==> src/pkg/flash_prot_cfg.svh <==
/*
 * Constants for the sector protection decoder: opcodes, status byte fields,
 * register offsets and reset values.
 * Assumes it is included by bare name wherever a constant is needed.
 */
`ifndef FLASH_PROT_CFG_SVH
`define FLASH_PROT_CFG_SVH

// ============================================================================
// Serial command opcodes
`define OP_WRITE_STATUS   8'h01
`define OP_WRITE_DISABLE  8'h04
`define OP_WRITE_ENABLE   8'h06

// ============================================================================
// Status byte fields
`define SB_LOCK_BIT       7
`define SB_GLOBAL_HI      5
`define SB_GLOBAL_LO      2
`define GLOBAL_ALL_ONES   4'hf
`define GLOBAL_ALL_ZEROS  4'h0

// ============================================================================
// Sector count and reset values
`define SECTOR_COUNT      16
`define SECTOR_RESET      16'hffff
`define BIT_CNT_ZERO      3'h0
`define BIT_CNT_LAST      3'h7

// ============================================================================
// APB register map, byte addresses
`define ADDR_STATUS       12'h000
`define ADDR_SECT_CTRL    12'h004
`define STAT_LOCK_POS     16
`define STAT_WEL_POS      17
`define STAT_WP_POS       18
`define CTRL_VALUE_POS    4
`define CTRL_INDEX_HI     3
`define CTRL_INDEX_LO     0

`endif

==> src/pkg/flash_prot_pkg.sv <==
/*
 * Types shared by the sector protection decoder.
 * Assumes flash_prot_cfg.svh supplies the numeric constants.
 */
`include "flash_prot_cfg.svh"

package flash_prot_pkg;

    typedef logic [`SECTOR_COUNT-1:0] sect_t;
    typedef logic [7:0]               byte_t;

    // Frame progress, one-hot.
    typedef enum logic [3:0] {
        ST_CMD  = 4'b0001,
        ST_DATA = 4'b0010,
        ST_HAVE = 4'b0100,
        ST_SKIP = 4'b1000
    } frame_e;

endpackage

==> src/hw/spi_byte_rx.sv <==
/*
 * Serial byte receiver: samples mosi on rising sck while cs_n is low and
 * emits each completed byte as a one-cycle pulse.
 * Assumes sck, cs_n and mosi are synchronous to pclk and sck is slower than
 * half the pclk rate (mode 0 or 3).
 */
`timescale 1ns/1ns
`include "flash_prot_cfg.svh"

module spi_byte_rx (
    input  wire logic                 pclk,
    input  wire logic                 presetn,
    input  wire logic                 sck,
    input  wire logic                 cs_n,
    input  wire logic                 mosi,
    output logic                      byte_valid,
    output flash_prot_pkg::byte_t     byte_data,
    output logic [2:0]                bit_cnt
);
    import flash_prot_pkg::*;

    logic   sck_q, sck_d;
    byte_t  shift_q, shift_d;
    logic   [2:0] cnt_q, cnt_d;
    logic   valid_q, valid_d;
    byte_t  data_q, data_d;
    logic   rise;

    always_comb begin
        rise    = sck & ~sck_q & ~cs_n;
        sck_d   = sck;
        shift_d = shift_q;
        cnt_d   = cnt_q;
        valid_d = 1'b0;
        data_d  = data_q;
        if (cs_n) begin
            cnt_d = `BIT_CNT_ZERO;
        end else if (rise) begin
            shift_d = {shift_q[6:0], mosi};
            cnt_d   = cnt_q + 3'h1;
            if (cnt_q == `BIT_CNT_LAST) begin
                valid_d = 1'b1;
                data_d  = {shift_q[6:0], mosi};
            end
        end
    end

    always_ff @(posedge pclk or negedge presetn) begin
        if (!presetn) begin
            sck_q   <= 1'b0;
            shift_q <= 8'h00;
            cnt_q   <= `BIT_CNT_ZERO;
            valid_q <= 1'b0;
            data_q  <= 8'h00;
        end else begin
            sck_q   <= sck_d;
            shift_q <= shift_d;
            cnt_q   <= cnt_d;
            valid_q <= valid_d;
            data_q  <= data_d;
        end
    end

    assign byte_valid = valid_q;
    assign byte_data  = data_q;
    assign bit_cnt    = cnt_q;

endmodule // spi_byte_rx

==> src/hw/global_sector_protect_decode.sv <==
/*
 * Global protect / unprotect decoder with sector lock handling, fed by the
 * serial status write, plus an APB view of the protection state.
 * Assumes serial pins are synchronous to pclk and that one APB master drives
 * the register port.
 */
`timescale 1ns/1ns
`include "flash_prot_cfg.svh"

module global_sector_protect_decode (
    input  wire logic                 pclk,
    input  wire logic                 presetn,
    input  wire logic                 sck,
    input  wire logic                 cs_n,
    input  wire logic                 mosi,
    input  wire logic                 wp_n,
    input  wire logic                 psel,
    input  wire logic                 penable,
    input  wire logic                 pwrite,
    input  wire logic [11:0]          paddr,
    input  wire logic [31:0]          pwdata,
    output logic [31:0]               prdata,
    output logic                      pready,
    output logic                      pslverr,
    output flash_prot_pkg::sect_t     sector_protect,
    output logic                      sector_lock_bit,
    output logic                      write_latch_bit
);
    import flash_prot_pkg::*;

    // ========================================================================
    // Serial byte capture
    logic        byte_valid;
    byte_t       byte_data;
    logic [2:0]  bit_cnt;

    spi_byte_rx u_rx (
        .pclk       (pclk),
        .presetn    (presetn),
        .sck        (sck),
        .cs_n       (cs_n),
        .mosi       (mosi),
        .byte_valid (byte_valid),
        .byte_data  (byte_data),
        .bit_cnt    (bit_cnt)
    );

    // ========================================================================
    // Frame tracking
    frame_e  st_q, st_d;
    byte_t   op_q, op_d;
    byte_t   dat_q, dat_d;
    logic    cs_q, cs_d;
    logic    frame_end;
    logic    aligned;

    always_comb begin
        st_d      = st_q;
        op_d      = op_q;
        dat_d     = dat_q;
        cs_d      = cs_n;
        frame_end = cs_n & ~cs_q;
        aligned   = (bit_cnt == `BIT_CNT_ZERO);
        if (frame_end) begin
            st_d = ST_CMD;
        end else if (byte_valid) begin
            unique case (st_q)
                ST_CMD: begin
                    op_d = byte_data;
                    st_d = (byte_data == `OP_WRITE_STATUS) ? ST_DATA : ST_SKIP;
                end
                ST_DATA: begin
                    dat_d = byte_data;
                    st_d  = ST_HAVE;
                end
                ST_HAVE: begin
                    st_d = ST_HAVE;
                end
                ST_SKIP: begin
                    st_d = ST_SKIP;
                end
            endcase
        end
    end

    always_ff @(posedge pclk or negedge presetn) begin
        if (!presetn) begin
            st_q  <= ST_CMD;
            op_q  <= 8'h00;
            dat_q <= 8'h00;
            cs_q  <= 1'b1;
        end else begin
            st_q  <= st_d;
            op_q  <= op_d;
            dat_q <= dat_d;
            cs_q  <= cs_d;
        end
    end

    // ========================================================================
    // Protection state
    // A frame cut off mid-byte, or a status write missing its data byte,
    // changes nothing, so a glitch on chip select cannot unlock the array.
    sect_t   sect_q, sect_d;
    logic    lock_q, lock_d;
    logic    wel_q, wel_d;
    logic    wr_status;
    logic    hard_lock;
    logic [3:0] glob;
    logic    ctrl_wr;
    logic [3:0] ctrl_idx;

    always_comb begin
        sect_d    = sect_q;
        lock_d    = lock_q;
        wel_d     = wel_q;
        glob      = dat_q[`SB_GLOBAL_HI:`SB_GLOBAL_LO];
        hard_lock = lock_q & ~wp_n;
        wr_status = frame_end & aligned & (st_q == ST_HAVE);
        ctrl_wr   = psel & penable & pwrite & (paddr == `ADDR_SECT_CTRL);
        ctrl_idx  = pwdata[`CTRL_INDEX_HI:`CTRL_INDEX_LO];
        if (frame_end & aligned & (st_q == ST_SKIP)) begin
            if (op_q == `OP_WRITE_ENABLE) begin
                wel_d = 1'b1;
            end else if (op_q == `OP_WRITE_DISABLE) begin
                wel_d = 1'b0;
            end
        end
        if (wr_status & wel_q) begin
            wel_d = 1'b0;
            if (!hard_lock) begin
                lock_d = dat_q[`SB_LOCK_BIT];
            end
            if (!lock_q) begin
                if (glob == `GLOBAL_ALL_ONES) begin
                    sect_d = `SECTOR_RESET;
                end else if (glob == `GLOBAL_ALL_ZEROS) begin
                    sect_d = '0;
                end
            end
        end
        // Single sector access stays live after any global operation; a set
        // lock bit freezes it like the global path.
        if (ctrl_wr & !lock_q) begin
            sect_d[ctrl_idx] = pwdata[`CTRL_VALUE_POS];
        end
    end

    always_ff @(posedge pclk or negedge presetn) begin
        if (!presetn) begin
            sect_q <= `SECTOR_RESET;
            lock_q <= 1'b0;
            wel_q  <= 1'b0;
        end else begin
            sect_q <= sect_d;
            lock_q <= lock_d;
            wel_q  <= wel_d;
        end
    end

    // ========================================================================
    // APB slave, zero wait states, read data registered in the setup cycle
    logic [31:0] rdata_q, rdata_d;
    logic        mapped;

    always_comb begin
        mapped  = (paddr == `ADDR_STATUS) | (paddr == `ADDR_SECT_CTRL);
        rdata_d = rdata_q;
        if (psel & ~penable) begin
            rdata_d = 32'h0000_0000;
            if (paddr == `ADDR_STATUS) begin
                rdata_d[`SECTOR_COUNT-1:0] = sect_q;
                rdata_d[`STAT_LOCK_POS]    = lock_q;
                rdata_d[`STAT_WEL_POS]     = wel_q;
                rdata_d[`STAT_WP_POS]      = wp_n;
            end
        end
    end

    always_ff @(posedge pclk or negedge presetn) begin
        if (!presetn) begin
            rdata_q <= 32'h0000_0000;
        end else begin
            rdata_q <= rdata_d;
        end
    end

    assign prdata          = rdata_q;
    assign pready          = 1'b1;
    assign pslverr         = psel & penable & ~mapped;
    assign sector_protect  = sect_q;
    assign sector_lock_bit = lock_q;
    assign write_latch_bit = wel_q;

endmodule // global_sector_protect_decode

==> config.mk <==
export PLATFORM = sky130hd
export DESIGN_NAME = global_sector_protect_decode
export DESIGN_NICKNAME = d
export VERILOG_FILES = /design/src/pkg/flash_prot_pkg.sv /design/src/hw/spi_byte_rx.sv /design/src/hw/global_sector_protect_decode.sv
export VERILOG_INCLUDE_DIRS = /design/src /design/src/pkg
export SDC_FILE = /design/constraint.sdc
export NUM_CORES = 1
export LEC_CHECK = 0
export BUFFER_PORTS_ARGS = -buffer_cell sky130_fd_sc_hd__buf_2
export CAP_MARGIN = 20
export CORE_MARGIN = 1
export CORE_UTILIZATION = 52
export DETAILED_ROUTE_END_ITERATION = 16
export HOLD_SLACK_MARGIN = 0.08
export PLACE_DENSITY = 0.9
export SLEW_MARGIN = 20
export SYNTH_ARGS = -nofsm -noshare
export SYNTH_HDL_FRONTEND = slang
export SYNTH_SLANG_ARGS = --single-unit
==> constraint.sdc <==
create_clock -name pclk -period 2.3 [get_ports pclk]
set_input_delay 0.46 -clock pclk [delete_from_list [all_inputs] [get_ports pclk]]
set_output_delay 0.46 -clock pclk [all_outputs]
set_load 0.005 [all_outputs]
* Word level (Yosys, flattened, before mapping) *
Cells that the tools add are included.

operators by class
  add/sub/neg operators = 1
  magnitude comparators = 2
  eq/ne operators = 10
  multiplexer cells = 22
  bitwise gates (word level) = 23
  reductions and logical operators = 16

operator list
  cell                                                                     number
  16-bit 2-to-1 mux                                                        5
  19-bit 2-to-1 mux                                                        1
  16-bit bitwise mux                                                       1
  8-bit by 3-bit equality test with 1-bit output (second input constant)   2
  1-bit bitwise AND                                                        14
  12-bit by 3-bit equality test with 1-bit output (second input constant)  1
  12-bit logical NOT                                                       1
  4-bit 2-to-1 mux                                                         3
  4-bit case mux with 3 select lines                                       1
  3-bit AND reduction                                                      3
  4-bit equality test (second input constant)                              2
  8-bit by 1-bit equality test with 1-bit output (second input constant)   1
  1-bit 2-to-1 mux                                                         8
  1-bit NOT                                                                8
  3-bit 2-to-1 mux                                                         2
  2-bit AND reduction                                                      3
  2-bit nonzero test                                                       3
  4-bit by 5-bit < comparator with 1-bit output (second input constant)    1
  1-bit demux with 4-bit select                                            1
  4-bit by 1-bit equality test with 1-bit output (second input constant)   1
  4-bit by 2-bit equality test with 1-bit output (second input constant)   1
  4-bit by 3-bit equality test with 1-bit output (second input constant)   1
  4-bit by 1-bit >= comparator with 1-bit output (second input constant)   1
  4-bit logical NOT                                                        1
  8 further kinds                                                          8

word-level totals
  bits in registers = 78
  input port bits = 53
  logic and storage cells = 87

* Logic depth before layout (Yosys ltp) *
Gate-level depths: netlist of run 1.

  depth in word-level cells = 8
  depth in mapped cells = 8
  depth with buffers taken out = 6

* Hierarchy *
A second synthesis of run 1 with hierarchy kept.

unflattened totals
  cells, all modules = 269
  area total of the unflattened synthesis = 3,395.8 µm²

modules (own cells, without submodules)
  module                        instances  cells an instance  area an instance (µm²)  sequential area each (µm²)
  global_sector_protect_decode  1          221                2,606.2                 1,398.8
  spi_byte_rx                   1          48                 789.5                   500.5

* Worst setup path after synthesis of run 1 *
No wires, ideal clock.

  path type = in2reg
  start = input sck
  end = register u_rx.data_q[3] (netlist: u_rx.byte_data[3])
  arrival = 1.639 ns
  slack = 0.536 ns
  stages = 6
  buffers on the path = 2
  cell sequence = nor2b_2 -> and2b_2 -> buf_2 -> and2_1 -> buf_2 -> mux2_2

between the ends
  cells in the longest elaborated chain, start to end = 3

ends and longest elaborated chain
  what                             RTL line                            source
  from (decl)                      global_sector_protect_decode.sv:13  input wire logic sck,
  1-bit bitwise AND (2 in series)  spi_byte_rx.sv:30                   rise = sck & ~sck_q & ~cs_n;
  3-bit AND reduction (no line)    n/a
  to (signal assigned)             spi_byte_rx.sv:60                   data_q <= data_d;
  to (decl)                        spi_byte_rx.sv:26                   byte_t data_q, data_d;

Every way passes these cells.
A chain may end at the register's enable or synchronous reset.

* Worst setup path in the final report of run 1 *
  start = register u_rx.cnt_q[0] (netlist: u_rx.bit_cnt[0])
  end = register sect_q[7] (netlist: sector_protect[7])

between the ends
  cells in the longest elaborated chain, start to end = 7

ends and longest elaborated chain
  what                               RTL line                             source
  from (decl)                        spi_byte_rx.sv:24                    logic [2:0] cnt_q, cnt_d;
  from (signal assigned)             spi_byte_rx.sv:52                    cnt_q <= `BIT_CNT_ZERO;
  from (signal assigned)             spi_byte_rx.sv:58                    cnt_q <= cnt_d;
  3-bit logical NOT (no line) *      n/a
  1-bit bitwise AND * (2 in series)  global_sector_protect_decode.sv:119  wr_status = frame_end & aligned & (st_q == ST_HAVE);
  1-bit bitwise AND *                global_sector_protect_decode.sv:129  if (wr_status & wel_q) begin
  16-bit 2-to-1 mux *                global_sector_protect_decode.sv:129
  16-bit bitwise mux                 global_sector_protect_decode.sv:145  sect_d[ctrl_idx] = pwdata[`CTRL_VALUE_POS];
  16-bit 2-to-1 mux *                global_sector_protect_decode.sv:144  if (ctrl_wr & !lock_q) begin
  net sect_d[7]                      global_sector_protect_decode.sv:104  sect_t sect_q, sect_d;
  to (signal assigned)               global_sector_protect_decode.sv:151  sect_q <= `SECTOR_RESET;
  to (signal assigned)               global_sector_protect_decode.sv:155  sect_q <= sect_d;
  to (decl)                          global_sector_protect_decode.sv:104

Mark *: on every way through the listed nets, which the timed path passes. The rest lies on a longest branch.

==> metrics.md, run 1 <==
| Metric | Value |
|---|---|
| Async SR Flop Fraction | 1.00 |
| Logic pwr share | 0.057 |
| Highest metal used | met4 |
| Core area | 0.00649 mm2 |
| Overall Power | 2.78 mW |
| Max-slew violations | 0 |
| Global-route wire length before repair | 11,400 um |
| Final antenna diode count | 0 |
| Clock Path Buffers | 2 |
| Syn_area_per_cell | 12.9 um2 |
| Antenna-violating nets left | 0 |
| Avg Vias per Cell | 5.77 |
| Top-area cell type share of the netlist area | 0.400 |
| Gr ovfl total | 0 |
| Yosys top cell by area | dfrtp_1 |
| Relative slew slack | 0.612 |
| Initial Util | 0.548 |
| Post-synth cell types | 48 |
| Cell with the most instances after synthesis | dfrtp_1 |
| Power Density | 675 mW/mm2 |
| Crit path DAT | 2.29 ns |
| Crit path max-delay cell type | dfrtp_1 |
| Final hold viol count | 0 |
| Met3 Wirelength | 333 um |
| Clk_lat worst skew | 0.36 ns |
| Root Buffer | clkbuf_8 |
| Leak pwr | 2.09 nW |
| Via count | 2,428 |
| Clock share of power | 0.434 |
| Setup violations, final | 0 |
| Num ports | 105 |
| Metal-1 WL | 2870 um |
| CTS Hold Bufs | 0 |
| Port-buffer cells | 63 |
| Maximum vdd drop | 0.534 mV |
| Setup Fix Bufs, Post-CTS | 0 |
| Worst-Margin Slew | 0.582 ns |
| Drt total wl | 6790 um |
| Reg power frac | 0.509 |
| Clk pin slew, worst setup/hold paths | 0.08 ns |
| Tcrit/Tclk final | 0.872 |
| Remaining DRCs | 11 |
| Synthesized cell area | 0.00356 mm2 |
| P_sw | 598 uW |
| RSZ-0062 raised after global routing | false |
| Internal | 2.18 mW |
| Vias in the first global route | 2,374 |
| Layout cells sized above 1 | 0.436 |
| Ys flop type | dfrtp_1 |
| DRT iter0 DRCs | 126 |
| Sink Count | 75 |
| Outcome | finished, violations left |
| Setup CP Type | reg -> reg |
| Initial antenna violation count | 0 |
| Per-cell routed wire length | 16.1 um |
| Crit path buf inv count | 1 |
| F_max | 0.498 GHz |
| Dpl hpwl | 4770 um |
| TritonCTS clock tree | built |
| Crit-path cells | inv_1 > ha_1 > and4bb_4 > nand4_2 > a22o_1 > mux2_4 |
| Largest net degree at the start of global routing | 51 |
| CP Capture Type | flop |
| Synth Register Bits | 75 |
| Most frequent cells after synthesis | dfrtp_1, a22o_1, mux2_2 |
| Post-cts resize count | 0 |
| WP data required | 2.59 ns |
| Ys Warns | 0 |
| Type of the worst min-delay path | in -> async |
| First drt pass iteration count | 11 |
| GPL Wtd Cong | 0.817 |
| Area delta synth->final | 15.7% |
| Top Family by Delay on Critical Path | simple AND/OR/NAND/NOR gates |
| # rows | 29 |
| Full die area | 0.00719 mm2 |
| Die width | 84.8 um |
| Die height | 84.8 um |
| Min Tclk post-route | 2.01 ns |
| Crit-path max cell delay | 0.42 ns |
| Synth top area cells | dfrtp_1, dfstp_2, mux2_2 |
| Max H-tree Level | 3 |
| TritonCTS buffer count | 9 |
| EDFF count, synth | 0 |
| Critical path peak fanout | 16 |
| Max cap viols | 0 |
| Sum Neg Setup Slack | 0 ns |
| Syn Inst Count | 277 |
| Failing checks | design-rule violations |
| Crit start category | flop |
| Final net count | 395 |
| Switching Share | 0.215 |
| Filler cells | 530 |
| Total track usage | 0.208 |
| Post-layout util | 0.634 |
| Hold slack | 0.0951 ns |
| Sequential element share of the synthesized area | 0.533 |
| Setup Skew | 0.00863 ns |
| DR WL met2 | 3470 um |
-- power groups by stage --
stage	combinational (mW)	clock, mW	sequential [mW]
5_1_grt	0.178	1.28	1.42
6_report	0.160	1.21	1.41
2_1_floorplan	0.107	0	1.43
3_3_place_gp	0.154	0	1.44
4_1_cts	0.162	1.24	1.42
3_5_place_dp	0.162	0	1.44
-- logic make-up after synthesis --
family | share of synthesized area
flops | 0.533
simple gates | 0.128
compound gates | 0.106
mux | 0.152
buf+inv | 0.0622
fa+ha+maj | 0.0105
other cells | 0.00211
xor+xnor | 0.00492
-- registers in the layout, indices dropped and copies added (netlist names) --
register,count
write_latch_bit,1
sector_lock_bit,1
u_rx.sck_q,1
sector_protect,16
u_rx.byte_data,8
op_q,8
u_rx.byte_valid,1
u_rx.bit_cnt,3
cs_q,1
u_rx.shift_q,7
prdata,19
st_q,4
dat_q,5
-- metal layers --
metal,GRT usage,vias to the layer above
li1,-,1132
met1,0.246,1215
met2,0.347,68
met3,0.0659,13
met4,0.0940,0
met5,0,-
-- worst reg2reg max path, delay by kind of cell (launching register included) --
kind / cells / cell delay (ns)
AO/OA/AOI/OAI: 1 / 0.38
adder cells (fa/ha/maj): 1 / 0.14
buffers and inverters: 1 / 0.07
flip-flops: 1 / 0.42
multiplexers: 1 / 0.26
AND/OR/NAND/NOR: 2 / 0.67
-- per-stage QoR --
stage,cells,cell area (um2),worst slack [ns]
final,421,4120,0.293
after global routing,421,4120,0.218
after detailed placement,405,3870,0.291
after global placement,405,3870,0.337
after floorplan,289,3610,0.536
after CTS,421,4120,0.289
-- path summary, 6_finish.rpt --
kind	cells past startpoint	end	from	slack, ns
setup / recovery	6	sector_protect[7]$_DFF_PN1_	u_rx.bit_cnt[0]$_DFFE_PN0P_	0.29
hold / removal	1	prdata[7]$_DFFE_PN0P_	presetn	0.1
setup reg to reg	6	sector_protect[7]$_DFF_PN1_	u_rx.bit_cnt[0]$_DFFE_PN0P_	0.29
hold reg to reg	1	prdata[4]$_DFFE_PN0P_	prdata[4]$_DFFE_PN0P_	0.50
max in group asynchronous	2	sector_protect[15]$_DFF_PN1_	presetn	1.49
min in group pclk	1	u_rx.sck_q$_DFF_PN0_	sck	0.22
-- layout make-up --
type | count | area, um2 | share of cell area
clock inverter | 3 | 67.6 | 0.0164
inverter | 5 | 18.8 | 0.00456
timing repair buffer | 69 | 373 | 0.0905
sequential | 75 | 1900 | 0.461
multi-input combinational | 179 | 1490 | 0.361
clock buffer | 13 | 179 | 0.0434
tap | 77 | 96.3 | 0.0234
-- cells in the final DEF (no fill, tap or decap), types with 2 or more instances in the layout --
| cell type | count |
|---|---|
| ha_1 | 3 |
| mux2_1 | 4 |
| bufinv_16 | 2 |
| buf_4 | 5 |
| nand2b_1 | 2 |
| dfstp_2 | 18 |
| and3b_1 | 2 |
| nor3_1 | 5 |
| nor2b_1 | 5 |
| nor4_1 | 3 |
| and4_1 | 2 |
| buf_2 | 63 |
| nor2_1 | 11 |
| mux2_4 | 10 |
| inv_1 | 5 |
| a22o_1 | 35 |
| a21oi_1 | 4 |
| mux2_2 | 30 |
| dfrtp_1 | 57 |
| and2_1 | 3 |
| nand2_1 | 3 |
| nand3_1 | 4 |
| nand4_1 | 16 |
| conb_1 | 14 |
| clkbuf_8 | 13 |
Power figures use the tool's default switching activity.
==> run 2, diff against run 1 <==
REMOVE_ABC_BUFFERS = 1   (was unset)
==> metrics.md, run 2 (same netlist as run 1, synthesis figures left out) <==
| Metric | Value |
|---|---|
| Remaining DRCs | 10 |
| RSZ-0062 raised after global routing | false |
| Antenna-violating nets left | 0 |
| TritonCTS buffer count | 9 |
| TritonCTS clock tree | built |
| First drt pass iteration count | 11 |
| Sum Neg Setup Slack | 0 ns |
| Critical path peak fanout | 16 |
| Commonest non-fill, non-tap cells in the layout | buf_2, dfrtp_1, a22o_1 |
| Maximum vdd drop | 0.624 mV |
| Gr ovfl total | 0 |
| Finished Layout Cells | 422 |
| Setup CP Type | reg -> reg |
| CP Capture Type | flop |
| Final hold viol count | 0 |
| Max reg flops | 19 |
| Avg Vias per Cell | 5.77 |
| Outcome | finished, violations left |
| Sink Count | 75 |
| Top Family by Delay on Critical Path | simple AND/OR/NAND/NOR gates |
| Leak pwr | 2.06 nW |
| Dpl ws | 0.255 ns |
| Clock share of power | 0.352 |
| Relative slew slack | 0.509 |
| Setup violations, final | 0 |
| Clk pin slew, worst setup/hold paths | 0.08 ns |
| Largest net degree at the start of global routing | 31 |
| Commonest non-fill, non-tap cell in the layout | buf_2 |
| Via count | 2,437 |
| Crit-path max cell delay | 0.42 ns |
| Dpl hpwl | 5200 um |
| Failing checks | design-rule violations |
| Switching Share | 0.246 |
| Layout cells sized above 1 | 0.435 |
| Setup Skew | 0.00835 ns |
| Setup Fix Bufs, Post-CTS | 0 |
| F_max | 0.490 GHz |
| Clk_lat worst skew | 0.35 ns |
| Crit path DAT | 2.32 ns |
| Power Density | 603 mW/mm2 |
| Vias in the first global route | 2,424 |
| Logic pwr share | 0.069 |
| DRT iter0 DRCs | 82 |
| Fin worst setup slack | 0.258 ns |
| Cell area after layout | 0.00406 mm2 |
| Die width | 84.8 um |
| Area delta synth->final | 14.1% |
| Reg power frac | 0.579 |
| CTS Hold Bufs | 0 |
| # rows | 29 |
| Port-buffer cells | 63 |
| Core area | 0.00649 mm2 |
| Clock Path Buffers | 2 |
| Final net count | 396 |
| Die height | 84.8 um |
| Crit path buf inv count | 1 |
| Drt total wl | 6980 um |
| Per-cell routed wire length | 16.5 um |
| Crit start category | flop |
| Full die area | 0.00719 mm2 |
| Num ports | 105 |
| Tcrit/Tclk final | 0.888 |
| P_sw | 604 uW |
| Crit path max-delay cell type | dfrtp_1 |
| Min Tclk post-route | 2.04 ns |
| Root Buffer | clkbuf_8 |
| Crit-path cells | inv_1 > ha_1 > and4bb_4 > nand4_2 > a22o_1 > mux2_2 |
| Total track usage | 0.212 |
| Final antenna diode count | 0 |
| Internal | 1.85 mW |
| GPL Wtd Cong | 0.853 |
| Post-cts resize count | 0 |
| Placed Cells | 406 |
| Initial antenna violation count | 0 |
| Initial Util | 0.548 |
| Max cap viols | 0 |
| Max H-tree Level | 3 |
| Worst-Margin Slew | 0.736 ns |
| Type of the worst min-delay path | in -> async |
| Max-slew violations | 0 |
| Reg2reg setup slack | 0.26 ns |
| WP data required | 2.57 ns |
| Post-Place Cell Area | 0.00389 mm2 |
| Global-route wire length before repair | 11,700 um |
-- run 2: changes by cell type in the layout (fill, tap and decap cells not counted), sizes merged --
cell      previous run  this run
clkinv               0         4
clkbuf              13        10
bufinv               2         0
buf                 69        70
clkinvlp             1         2
-- run 2: layer usage --
layer,track usage,share of wire,wire [um],vias to the layer above
met2,0.374,0.52,3640,79
met3,0.0688,0.048,336,11
li1,-,-,-,1128
met4,0.0586,0.012,85,0
met5,0,0,0,-
met1,0.248,0.42,2920,1219
-- run 2: metrics by stage --
| stage | power, mW | hold WS (ns) | util |
|---|---|---|---|
| 2_1_floorplan | 1.51 | 0.164 | - |
| 3_3_place_gp | 1.60 | 0.479 | 0.599 |
| 3_5_place_dp | 1.62 | 0.489 | 0.599 |
| 4_1_cts | 2.48 | 0.164 | 0.626 |
| 5_1_grt | 2.55 | 0.200 | 0.626 |
| 6_report | 2.45 | 0.165 | 0.626 |
-- run 2: worst paths after layout --
| check | startpoint | endpoint | cells after the start |
|---|---|---|---|
| setup / recovery | u_rx.bit_cnt[0]$_DFFE_PN0P_ | sector_protect[4]$_DFF_PN1_ | 6 |
| hold / removal | presetn | prdata[15]$_DFFE_PN0P_ | 1 |
| setup reg to reg | u_rx.bit_cnt[0]$_DFFE_PN0P_ | sector_protect[4]$_DFF_PN1_ | 6 |
| min in group pclk | sck | u_rx.sck_q$_DFF_PN0_ | 1 |
| max in group asynchronous | presetn | sector_protect[1]$_DFF_PN1_ | 2 |
| hold reg to reg | prdata[8]$_DFFE_PN0P_ | prdata[8]$_DFFE_PN0P_ | 1 |
-- run 2: cell type report --
cell class	instances	area, um2
flip-flops and latches	75	1900
clock inverters	6	42.5
inverters	5	18.8
fillers	504	2430
clock buffers	10	128
well taps	77	96.3
repair buffers	70	393
multi-input cells	179	1490
-- run 2: power groups by stage --
stage	Combinational (mW)	Sequential [mW]	Clock [mW]
after floorplan	0.0863	1.43	0
after global placement	0.159	1.44	0
after detailed placement	0.171	1.45	0
after CTS	0.172	1.42	0.891
after global routing	0.190	1.43	0.935
final	0.169	1.42	0.862
-- run 2: worst reg2reg max path, delay by kind of cell, from the launching register on --
family / cells / cell delay (ns)
muxes: 1 / 0.27
adders and majority gates: 1 / 0.15
AOI/OAI and AO/OA: 1 / 0.38
DFF: 1 / 0.42
buffers and inverters: 1 / 0.07
and+or+nand+nor: 2 / 0.68
